$ cat src/core/srs_pkg.sv
// Package for the switch reset sequencer: constants, states and carriers
package srs_pkg;
	localparam int unsigned CLK_MHZ            = 125;
	localparam int unsigned TRAIN_LIMIT_MS     = 20;
	localparam int unsigned RETRY_LIMIT_MS     = 100;
	localparam int unsigned TRAIN_LIMIT_CYC    = TRAIN_LIMIT_MS * 1000 * CLK_MHZ;
	localparam int unsigned RETRY_LIMIT_CYC    = RETRY_LIMIT_MS * 1000 * CLK_MHZ;
	localparam int unsigned SMB_SLOW_KHZ       = 100;
	localparam int unsigned SMB_FAST_KHZ       = 400;
	localparam logic [3:0]  MODE_NORMAL        = 4'h0;
	localparam logic [3:0]  MODE_NORMAL_EEPROM = 4'h1;
	localparam logic [3:0]  BOOT_MODE_RST      = 4'h0;
	localparam logic [3:0]  SLV_ADDR_RST       = 4'h0;

	typedef enum logic [3:0] {
		SRS_FUND_HOLD  = 4'b0000,
		SRS_PLL_INIT   = 4'b0001,
		SRS_TRAIN      = 4'b0010,
		SRS_SLV_SMB    = 4'b0011,
		SRS_MST_SMB    = 4'b0100,
		SRS_EE_LOAD    = 4'b0101,
		SRS_HALT       = 4'b0110,
		SRS_RUN        = 4'b0111,
		SRS_HOT_PROP   = 4'b1000,
		SRS_HOT_RESET  = 4'b1001
	} srs_state_t;

	typedef struct packed {
		logic [3:0] mode;
		logic       smb_slow;
		logic [3:0] slv_addr;
		logic       halt_pin;
	} srs_boot_t;

	typedef struct packed {
		logic warm_req;
		logic hot_req;
		logic link_down_hot_dis;
		logic hot_ee_dis;
		logic halt_clear;
		logic halt_set_by_ee;
	} srs_ctrl_t;
endpackage : srs_pkg

$ cat src/core/srs_reset_seq.sv
// Reset sequencer for a multi-port switch: fundamental and hot reset flows
//
// Functional notes
// - Fundamental reset clears all but the boot values, and a warm reset also keeps train_late_o; hot reset keeps sticky fields.
// - Fundamental reset starts from reset pin or the warm-reset control bit.
// - Boot inputs sampled on pin release; software warm reset reuses old values.
// - Sampled four-bit mode field selects operation; 0x1 means EEPROM init.
// - Halt input during fundamental reset sets the status halt flag.
// - After PLL/SerDes start, release stacks into quasi-reset; training within 20ms.
// - Within 100ms stacks answer config requests with retry; ignore all else.
// - Master SMBus runs 100 kHz when slow input sampled high, else 400 kHz.
// - Slave SMBus released with pin address, then master, before EEPROM load.
// - EEPROM mode loads registers; error aborts, sets halt bit, records error.
// - EEPROM done flag set on completion or on error stop.
// - Halt bit holds logic in reset except SMBus, registers, retrying stacks.
// - Reset-triggering register write gets its completion before reset starts.
// - Hot reset from upstream TS1 hot reset, upstream link down, or control bit.
// - Link-down hot reset disable blocks only the link-down trigger.
// - First hot reset step: link-up downstream ports send hot reset TS1.
// - Hot reset spares PLLs, SerDes, SMBus; sticky and unlocked fields kept.
// - After hot reset, start training in quasi-reset; training within 20ms.
// - Hot reset reloads EEPROM only in EEPROM mode and when load not disabled.
// - After hot reset, halt bit holds all but SMBuses; set only by error or EEPROM.
// - Slave SMBus works through hot reset; reset registers read zero, ignore writes.
// - Mode 0x0 normal, 0x1 normal with EEPROM init, 0x2..0xF reserved.
`timescale 1ns/1ps
module srs_reset_seq
	import srs_pkg::*;
#(
	parameter int unsigned TRAIN_CYC = TRAIN_LIMIT_CYC,
	parameter int unsigned RETRY_CYC = RETRY_LIMIT_CYC,
	parameter int unsigned PORTS     = 7
) (
	input  wire logic                 clock_i,          // Core clock
	input  wire logic                 resetn_i,         // Async reset, active low
	input  wire logic                 clk_en_i,         // Freezes all state when low
	input  wire logic                 fundamental_reset_pin_n_i, // Reset pin, active low
	input  wire srs_pkg::srs_boot_t   boot_i,           // Boot configuration pins
	input  wire srs_pkg::srs_ctrl_t   ctrl_i,           // Control bits and pulses
	input  wire logic                 cfg_wr_done_i,    // Completion of trigger write sent
	input  wire logic                 pll_lock_i,       // PLL and SerDes ready
	input  wire logic                 us_ts1_hot_i,     // Upstream TS1 hot reset seen
	input  wire logic                 us_dl_down_i,     // Upstream link layer down
	input  wire logic [PORTS-1:0]     ds_link_up_i,     // Downstream link up per port
	input  wire logic                 ee_done_i,        // EEPROM load finished
	input  wire logic                 ee_err_i,         // EEPROM load error
	input  wire logic [3:0]           ee_err_code_i,    // EEPROM error detail
	output logic                      core_rst_o,       // Non-sticky logic reset
	output logic                      sticky_rst_o,     // Sticky field reset
	output logic                      pll_rst_o,        // PLL and SerDes reset
	output logic                      stack_quasi_o,    // Stacks answer config with retry
	output logic                      train_start_o,    // Link training enabled
	output logic                      slv_smb_rst_o,    // Slave SMBus reset
	output logic                      mst_smb_rst_o,    // Master SMBus reset
	output logic [3:0]                slv_smb_addr_o,   // Slave SMBus address
	output logic                      mst_smb_slow_o,   // Master SMBus 100 kHz
	output logic                      ee_load_o,        // EEPROM load running
	output logic                      eeprom_load_done_flag_o, // EEPROM done status
	output logic [3:0]                ee_err_info_o,    // Recorded EEPROM error
	output logic                      reset_hold_flag_o, // Halt bit, control register
	output logic                      halt_status_o,    // Halt pin seen, status register
	output logic [PORTS-1:0]          ds_hot_ts1_o,     // Send hot reset TS1 per port
	output logic                      smb_reg_mask_o,   // Slave SMBus reads zero
	output logic [3:0]                operating_mode_select_o, // Sampled mode
	output logic                      mode_reserved_o,  // Sampled mode is reserved
	output logic                      train_late_o,     // Training deadline missed
	output logic                      retry_ready_o     // Retry completions enabled
);
	import srs_pkg::*;

	srs_state_t  state_r, state_nxt;
	srs_boot_t   boot_r, boot_nxt;
	logic        hot_r, hot_nxt;
	logic        halt_r, halt_nxt;
	logic        hstat_r, hstat_nxt;
	logic        done_r, done_nxt;
	logic [3:0]  err_r, err_nxt;
	logic        wpend_r, wpend_nxt;
	logic        hpend_r, hpend_nxt;
	logic [31:0] cnt_r, cnt_nxt;
	logic [2:0]  pin_sync_r;
	logic        pin_n_r, pin_n_nxt;
	logic        ee_mode;
	logic        hot_trig;
	logic        pin_rise;

	// Three-stage synchroniser; change counts once stages two and three agree
	always_ff @(posedge clock_i or negedge resetn_i) begin
		if (!resetn_i)
			pin_sync_r <= 3'b000;
		else if (clk_en_i)
			pin_sync_r <= {pin_sync_r[1:0], fundamental_reset_pin_n_i};
	end

	always_comb begin
		pin_n_nxt = pin_n_r;
		if (pin_sync_r[1] == pin_sync_r[2])
			pin_n_nxt = pin_sync_r[2];
	end

	assign pin_rise = pin_n_nxt & ~pin_n_r;
	assign ee_mode  = (boot_r.mode == MODE_NORMAL_EEPROM);
	assign hot_trig = us_ts1_hot_i
		| (us_dl_down_i & ~ctrl_i.link_down_hot_dis)
		| hpend_r;

	always_comb begin
		state_nxt = state_r;
		boot_nxt  = boot_r;
		hot_nxt   = hot_r;
		halt_nxt  = halt_r;
		hstat_nxt = hstat_r;
		done_nxt  = done_r;
		err_nxt   = err_r;
		wpend_nxt = wpend_r;
		hpend_nxt = hpend_r;
		cnt_nxt   = (cnt_r == 32'hFFFF_FFFF) ? cnt_r : cnt_r + 32'h0000_0001;
		// Trigger writes are held until their completion has gone out
		if (ctrl_i.warm_req)
			wpend_nxt = 1'b1;
		if (ctrl_i.hot_req)
			hpend_nxt = 1'b1;
		if (ctrl_i.halt_clear)
			halt_nxt = 1'b0;
		if (!pin_n_r || (wpend_r && cfg_wr_done_i)) begin
			state_nxt = SRS_FUND_HOLD;
			hot_nxt   = 1'b0;
			wpend_nxt = 1'b0;
			hpend_nxt = 1'b0;
			halt_nxt  = 1'b0;
			hstat_nxt = 1'b0;
			done_nxt  = 1'b0;
			err_nxt   = 4'h0;
			cnt_nxt   = 32'h0000_0000;
		end else begin
			case (state_r)
				SRS_FUND_HOLD: begin
					state_nxt = SRS_PLL_INIT;
					cnt_nxt   = 32'h0000_0000;
				end
				SRS_PLL_INIT: begin
					if (pll_lock_i)
						state_nxt = SRS_TRAIN;
				end
				SRS_TRAIN: begin
					if (boot_r.halt_pin && !hot_r) begin
						hstat_nxt = 1'b1;
						halt_nxt  = 1'b1;
					end
					state_nxt = hot_r ? SRS_EE_LOAD : SRS_SLV_SMB;
				end
				SRS_SLV_SMB: state_nxt = SRS_MST_SMB;
				SRS_MST_SMB: state_nxt = SRS_EE_LOAD;
				SRS_EE_LOAD: begin
					if (!ee_mode || (hot_r && ctrl_i.hot_ee_dis))
						state_nxt = SRS_HALT;
					else if (ee_err_i) begin
						halt_nxt  = 1'b1;
						err_nxt   = ee_err_code_i;
						done_nxt  = 1'b1;
						state_nxt = SRS_HALT;
					end else if (ee_done_i) begin
						done_nxt  = 1'b1;
						if (ctrl_i.halt_set_by_ee)
							halt_nxt = 1'b1;
						state_nxt = SRS_HALT;
					end
				end
				SRS_HALT: begin
					if (!halt_nxt)
						state_nxt = SRS_RUN;
				end
				SRS_RUN: begin
					if (hot_trig) begin
						hpend_nxt = hpend_r & ~cfg_wr_done_i;
						if (!hpend_r || cfg_wr_done_i)
							state_nxt = SRS_HOT_PROP;
					end
				end
				SRS_HOT_PROP: state_nxt = SRS_HOT_RESET;
				SRS_HOT_RESET: begin
					hot_nxt   = 1'b1;
					done_nxt  = 1'b0;
					cnt_nxt   = 32'h0000_0000;
					if (!hot_trig)
						state_nxt = SRS_TRAIN;
				end
				default: state_nxt = SRS_FUND_HOLD;
			endcase
		end
		// Boot vector captured only on pin release; software warm reset keeps it
		if (pin_rise)
			boot_nxt = boot_i;
	end

	always_ff @(posedge clock_i or negedge resetn_i) begin
		if (!resetn_i) begin
			state_r <= SRS_FUND_HOLD;
			boot_r  <= '{mode: BOOT_MODE_RST, smb_slow: 1'b0, slv_addr: SLV_ADDR_RST,
				halt_pin: 1'b0};
			hot_r   <= 1'b0;
			halt_r  <= 1'b0;
			hstat_r <= 1'b0;
			done_r  <= 1'b0;
			err_r   <= 4'h0;
			wpend_r <= 1'b0;
			hpend_r <= 1'b0;
			cnt_r   <= 32'h0000_0000;
			pin_n_r <= 1'b0;
		end else if (clk_en_i) begin
			state_r <= state_nxt;
			boot_r  <= boot_nxt;
			hot_r   <= hot_nxt;
			halt_r  <= halt_nxt;
			hstat_r <= hstat_nxt;
			done_r  <= done_nxt;
			err_r   <= err_nxt;
			wpend_r <= wpend_nxt;
			hpend_r <= hpend_nxt;
			cnt_r   <= cnt_nxt;
			pin_n_r <= pin_n_nxt;
		end
	end

	logic fund_phase;
	logic hot_phase;
	assign fund_phase = (state_r == SRS_FUND_HOLD) || (state_r == SRS_PLL_INIT);
	assign hot_phase  = (state_r == SRS_HOT_PROP) || (state_r == SRS_HOT_RESET);

	// Output register group
	logic             core_rst_nxt, sticky_rst_nxt, pll_rst_nxt, quasi_nxt, train_nxt;
	logic             slv_rst_nxt, mst_rst_nxt, ee_load_nxt, mask_nxt, late_nxt, rdy_nxt;
	logic [PORTS-1:0] ts1_nxt;
	logic             core_rst_r, sticky_rst_r, pll_rst_r, quasi_r, train_r;
	logic             slv_rst_r, mst_rst_r, ee_load_r, mask_r, late_r, rdy_r;
	logic [PORTS-1:0] ts1_r;

	always_comb begin
		core_rst_nxt   = (state_r != SRS_RUN);
		sticky_rst_nxt = fund_phase && !hot_r;
		pll_rst_nxt    = (state_r == SRS_FUND_HOLD);
		quasi_nxt      = !fund_phase && !hot_phase && (state_r != SRS_RUN);
		train_nxt      = !fund_phase && !hot_phase;
		slv_rst_nxt    = fund_phase || (state_r == SRS_TRAIN && !hot_r);
		mst_rst_nxt    = slv_rst_nxt || (state_r == SRS_SLV_SMB);
		ee_load_nxt    = (state_r == SRS_EE_LOAD) && ee_mode
			&& !(hot_r && ctrl_i.hot_ee_dis);
		mask_nxt       = hot_phase || (hot_r && state_r != SRS_RUN);
		late_nxt       = late_r || ((cnt_r >= TRAIN_CYC) && !train_r);
		rdy_nxt        = quasi_nxt && (cnt_r < RETRY_CYC);
		if (!pin_n_r) begin
			late_nxt = 1'b0;
			rdy_nxt  = 1'b0;
		end else if (quasi_nxt) begin
			rdy_nxt = 1'b1;
		end
	end

	for (genvar p = 0; p < PORTS; p++) begin : g_ts1
		always_comb ts1_nxt[p] = hot_phase && ds_link_up_i[p];
	end

	always_ff @(posedge clock_i or negedge resetn_i) begin
		if (!resetn_i) begin
			core_rst_r   <= 1'b1;
			sticky_rst_r <= 1'b1;
			pll_rst_r    <= 1'b1;
			quasi_r      <= 1'b0;
			train_r      <= 1'b0;
			slv_rst_r    <= 1'b1;
			mst_rst_r    <= 1'b1;
			ee_load_r    <= 1'b0;
			mask_r       <= 1'b0;
			late_r       <= 1'b0;
			rdy_r        <= 1'b0;
			ts1_r        <= '0;
		end else if (clk_en_i) begin
			core_rst_r   <= core_rst_nxt;
			sticky_rst_r <= sticky_rst_nxt;
			pll_rst_r    <= pll_rst_nxt;
			quasi_r      <= quasi_nxt;
			train_r      <= train_nxt;
			slv_rst_r    <= slv_rst_nxt;
			mst_rst_r    <= mst_rst_nxt;
			ee_load_r    <= ee_load_nxt;
			mask_r       <= mask_nxt;
			late_r       <= late_nxt;
			rdy_r        <= rdy_nxt;
			ts1_r        <= ts1_nxt;
		end
	end

	assign core_rst_o              = core_rst_r;
	assign sticky_rst_o            = sticky_rst_r;
	assign pll_rst_o               = pll_rst_r;
	assign stack_quasi_o           = quasi_r;
	assign train_start_o           = train_r;
	assign slv_smb_rst_o           = slv_rst_r;
	assign mst_smb_rst_o           = mst_rst_r;
	assign slv_smb_addr_o          = boot_r.slv_addr;
	assign mst_smb_slow_o          = boot_r.smb_slow;
	assign ee_load_o               = ee_load_r;
	assign eeprom_load_done_flag_o = done_r;
	assign ee_err_info_o           = err_r;
	assign reset_hold_flag_o       = halt_r;
	assign halt_status_o           = hstat_r;
	assign ds_hot_ts1_o            = ts1_r;
	assign smb_reg_mask_o          = mask_r;
	assign operating_mode_select_o = boot_r.mode;
	assign mode_reserved_o         = (boot_r.mode != MODE_NORMAL)
		&& (boot_r.mode != MODE_NORMAL_EEPROM);
	assign train_late_o            = late_r;
	assign retry_ready_o           = rdy_r;
endmodule : srs_reset_seq

$ cat config.mk
export PLATFORM = sky130hd
export DESIGN_NAME = srs_reset_seq
export DESIGN_NICKNAME = d
export VERILOG_FILES = /design/src/core/srs_pkg.sv /design/src/core/srs_reset_seq.sv
export SDC_FILE = /design/constraint.sdc
export NUM_CORES = 1
export LEC_CHECK = 0
export BUFFER_PORTS_ARGS = -buffer_cell sky130_fd_sc_hd__clkbuf_2
export CORE_ASPECT_RATIO = 0.5
export CORE_MARGIN = 1.5
export CORE_UTILIZATION = 57
export DETAILED_ROUTE_END_ITERATION = 10
export GPL_TIMING_DRIVEN = 0
export PLACE_DENSITY_LB_ADDON = 0.05
export SLEW_MARGIN = 20
export SYNTH_ARGS = -nofsm -noshare
export SYNTH_HDL_FRONTEND = slang
export SYNTH_SLANG_ARGS = --single-unit
$ cat constraint.sdc
create_clock -name clock_i -period 3.9 [get_ports clock_i]
set_input_delay 0.39 -clock clock_i [delete_from_list [all_inputs] [get_ports clock_i]]
set_output_delay 0.39 -clock clock_i [all_outputs]
set_load 0.005 [all_outputs]
==> metrics.txt <==
outcome=finished with violations; failing checks=hold timing; Avg Vias per Cell=6.33; GRT Residual Overflow=0; global-route wire length before repair=18700 µm; fraction of layout cells with a size suffix above 1=0.266; setup_tns=0 ns; top cells by count, synth=73 x dfrtp_1, 36 x nand2_1, 31 x a21oi_1; Mapped Avg Cell Area=9.77 µm²; RSZ-0062 raised after global routing=false; sequential area share after synthesis=0.465; CP Class=reg -> reg; FILL cells=521; final core occ=0.725; area delta synth->final=19.0%; yosys warns=0; Synth area leader=dfrtp_1; TritonRoute pass-1 iters=5; syn_nets=470; clock network power share=0.329; initial antenna violation count=0; CP startpoint kind=flop; clk slew on worst S/H paths=0.06 ns; Tcrit/Tclk final=0.661; Final Critical Period=2.58 ns; GPL Wtd Cong=0.951; Area contributors post-synth=dfrtp_1 43%, mux2_2 4.0%, a21oi_1 3.7%; htree depth=3; # setup viols final=0; #FFs+latches synth=78; Power Total=2.62 mW; Slew @ Worst Pin=0.870 ns; mapped cell area=0.00421 mm²; CORE AREA=0.00691 mm²; std cell rows=21; largest net degree at the start of global routing=54; Int Pwr=1.79 mW; clk root buf=clkbuf_16; most frequent CP cell=buf_2; Routed wire per std cell=17.7 µm; worst vdd ir=0.510 mV; top-level port count=72; GRT Total Usage=0.297; clk_skew=0.00392 ns; crit path capture type=flop; post-synth cell types=64; top-count cell post-synth=dfrtp_1; Vias=3861; Post-CTS Resized=0; FMAX=0.388 GHz; clock tree from TritonCTS=done; number of global-route vias before repair=3765; Die ar.=0.00794 mm²; dpl hpwl=7580 µm; Residual DRC=0; DRT iter0 DRCs=354; hold_ws=-0.00530 ns; ANT nets after route=0; die span in y=63.8 µm; Die Width=125 µm; Initial Util=0.609; Worst Path Buf+Inv=2; setup bufs post-CTS=0; IO Port Bufs=70; Psw=830 µW; hold crit path type=in -> async; Finished Layout Cells=610; CP Data Required Time=4.17 ns; Flop pwr share=0.396; combinational share of power=0.276; number of flops mapped to enable cells by yosys=0; Cells after Synth=431; DP Cell Count=594; CTS Sinks=78; sw frac=0.317; Hold Buf Count CTS=0; asr flop ratio synth=1.00; Synth Flop Type=dfrtp_1; PwrDens=523 mW/mm²; CTS buffer count=9; slew margin rel.=0.415; CP Cell Sequence=ha_1, and3_1, nand4_4, nor4_4, buf_2, buf_2, o21ai_1, a21oi_1; critical path arrival=2.85 ns; Nets=552; clk_lat worst skew=0.34 ns; Max stage delay on crit path=0.51 ns; Slew Limit Fails=0; CP max-delay cell=nor4_4; delay-heaviest family, CP=simple AND/OR/NAND/NOR gates; Leakage Power=2.19 nW; Final Hold Fails=11; CTS Buffer Depth=2; max-capacitance violation count=0; maximum fanout along the worst path=10; final wirelength=10800 µm; Synth top area share=0.434; ANT cells=0
==> registers in the layout, indices dropped and copies added (netlist names), 3 cells and up <==
register	cells
state_r	4
ee_err_info_o	4
cnt_r	32
ds_hot_ts1_o	7
operating_mode_select_o	4
slv_smb_addr_o	4
pin_sync_r	3
==> layer usage <==
layer	global-route usage	up-vias	wire length [µm]
li1	-	1794	-
met1	0.405	1851	4830
met2	0.470	192	4820
met3	0.0762	24	927
met4	0.0934	0	191
met5	0	-	0
==> kinds of logic after synthesis <==
| logic type | after synthesis | share of synthesized area |
|---|---|---|
| and+or+nand+nor | 168 | 0.240 |
| AOI/OAI and AO/OA | 124 | 0.190 |
| DFF | 78 | 0.465 |
| buffers and inverters | 40 | 0.0496 |
| muxes | 19 | 0.0499 |
| adders and majority gates | 2 | 0.00594 |
==> power groups by stage <==
stage / logic (mW) / registers (mW) / clock network [mW]
4_1_cts: 0.718 / 1.04 / 0.866
2_1_floorplan: 0.471 / 1.02 / 0
6_report: 0.722 / 1.04 / 0.861
5_1_grt: 0.799 / 1.06 / 0.900
3_3_place_gp: 0.696 / 1.04 / 0
3_5_place_dp: 0.713 / 1.05 / 0
==> path summary, 6_finish.rpt <==
path	startpoint	to	slack [ns]	cells past startpoint
max	cnt_r[1]$_DFFE_PN0P_	cnt_r[23]$_DFFE_PN0P_	1.32	8
max in group asynchronous	resetn_i	core_rst_o$_DFFE_PN1P_	3.27	2
min in group clock_i	ds_link_up_i[3]	ds_hot_ts1_o[3]$_DFFE_PN0P_	0.26	2
max reg2reg	cnt_r[1]$_DFFE_PN0P_	cnt_r[23]$_DFFE_PN0P_	1.32	8
min reg2reg	mst_smb_rst_o$_DFFE_PN1P_	mst_smb_rst_o$_DFFE_PN1P_	0.48	2
min	resetn_i	cnt_r[19]$_DFFE_PN0P_	-0.005	1
==> placed cells by master (no fill, tap or decap), types with 5 or more instances in the layout <==
master     instances
dfrtp_1           73
clkbuf_2          69
nand2_1           36
a21oi_1           31
o21ai_0           23
nand3_1           20
nor2_1            20
clkbuf_1          17
o31ai_1           17
or3_1             15
mux2_2            15
or4_1             14
o21ai_1           12
inv_1             10
a22o_1            10
nor4_1            10
buf_4              9
nand4_1            9
clkbuf_16          9
nand2b_1           6
a31oi_1            5
dfstp_2            5
==> per-stage QoR <==
| stage | setup slack (ns) | cell area, µm² | hold WS, ns |
|---|---|---|---|
| floorplan | 1.81 | 4210 | 0.0944 |
| global placement | 1.38 | 4680 | 0.459 |
| detailed placement | 1.40 | 4710 | 0.366 |
| CTS | 1.37 | 5010 | 0.00759 |
| global route | 1.12 | 5010 | 0.0174 |
| finish | 1.32 | 5010 | -0.00530 |
==> cell type report <==
class,count,area [µm²],share of cell area
tap,92,115,0.0230
multi-input combinational,313,2040,0.408
clock buffer,13,260,0.0519
inverter,10,37.5,0.00749
sequential,78,1960,0.391
buffer,30,171,0.0342
clock inverter,3,45.0,0.00899
timing repair buffer,71,380,0.0759
(Power assumes the default switching activity.)
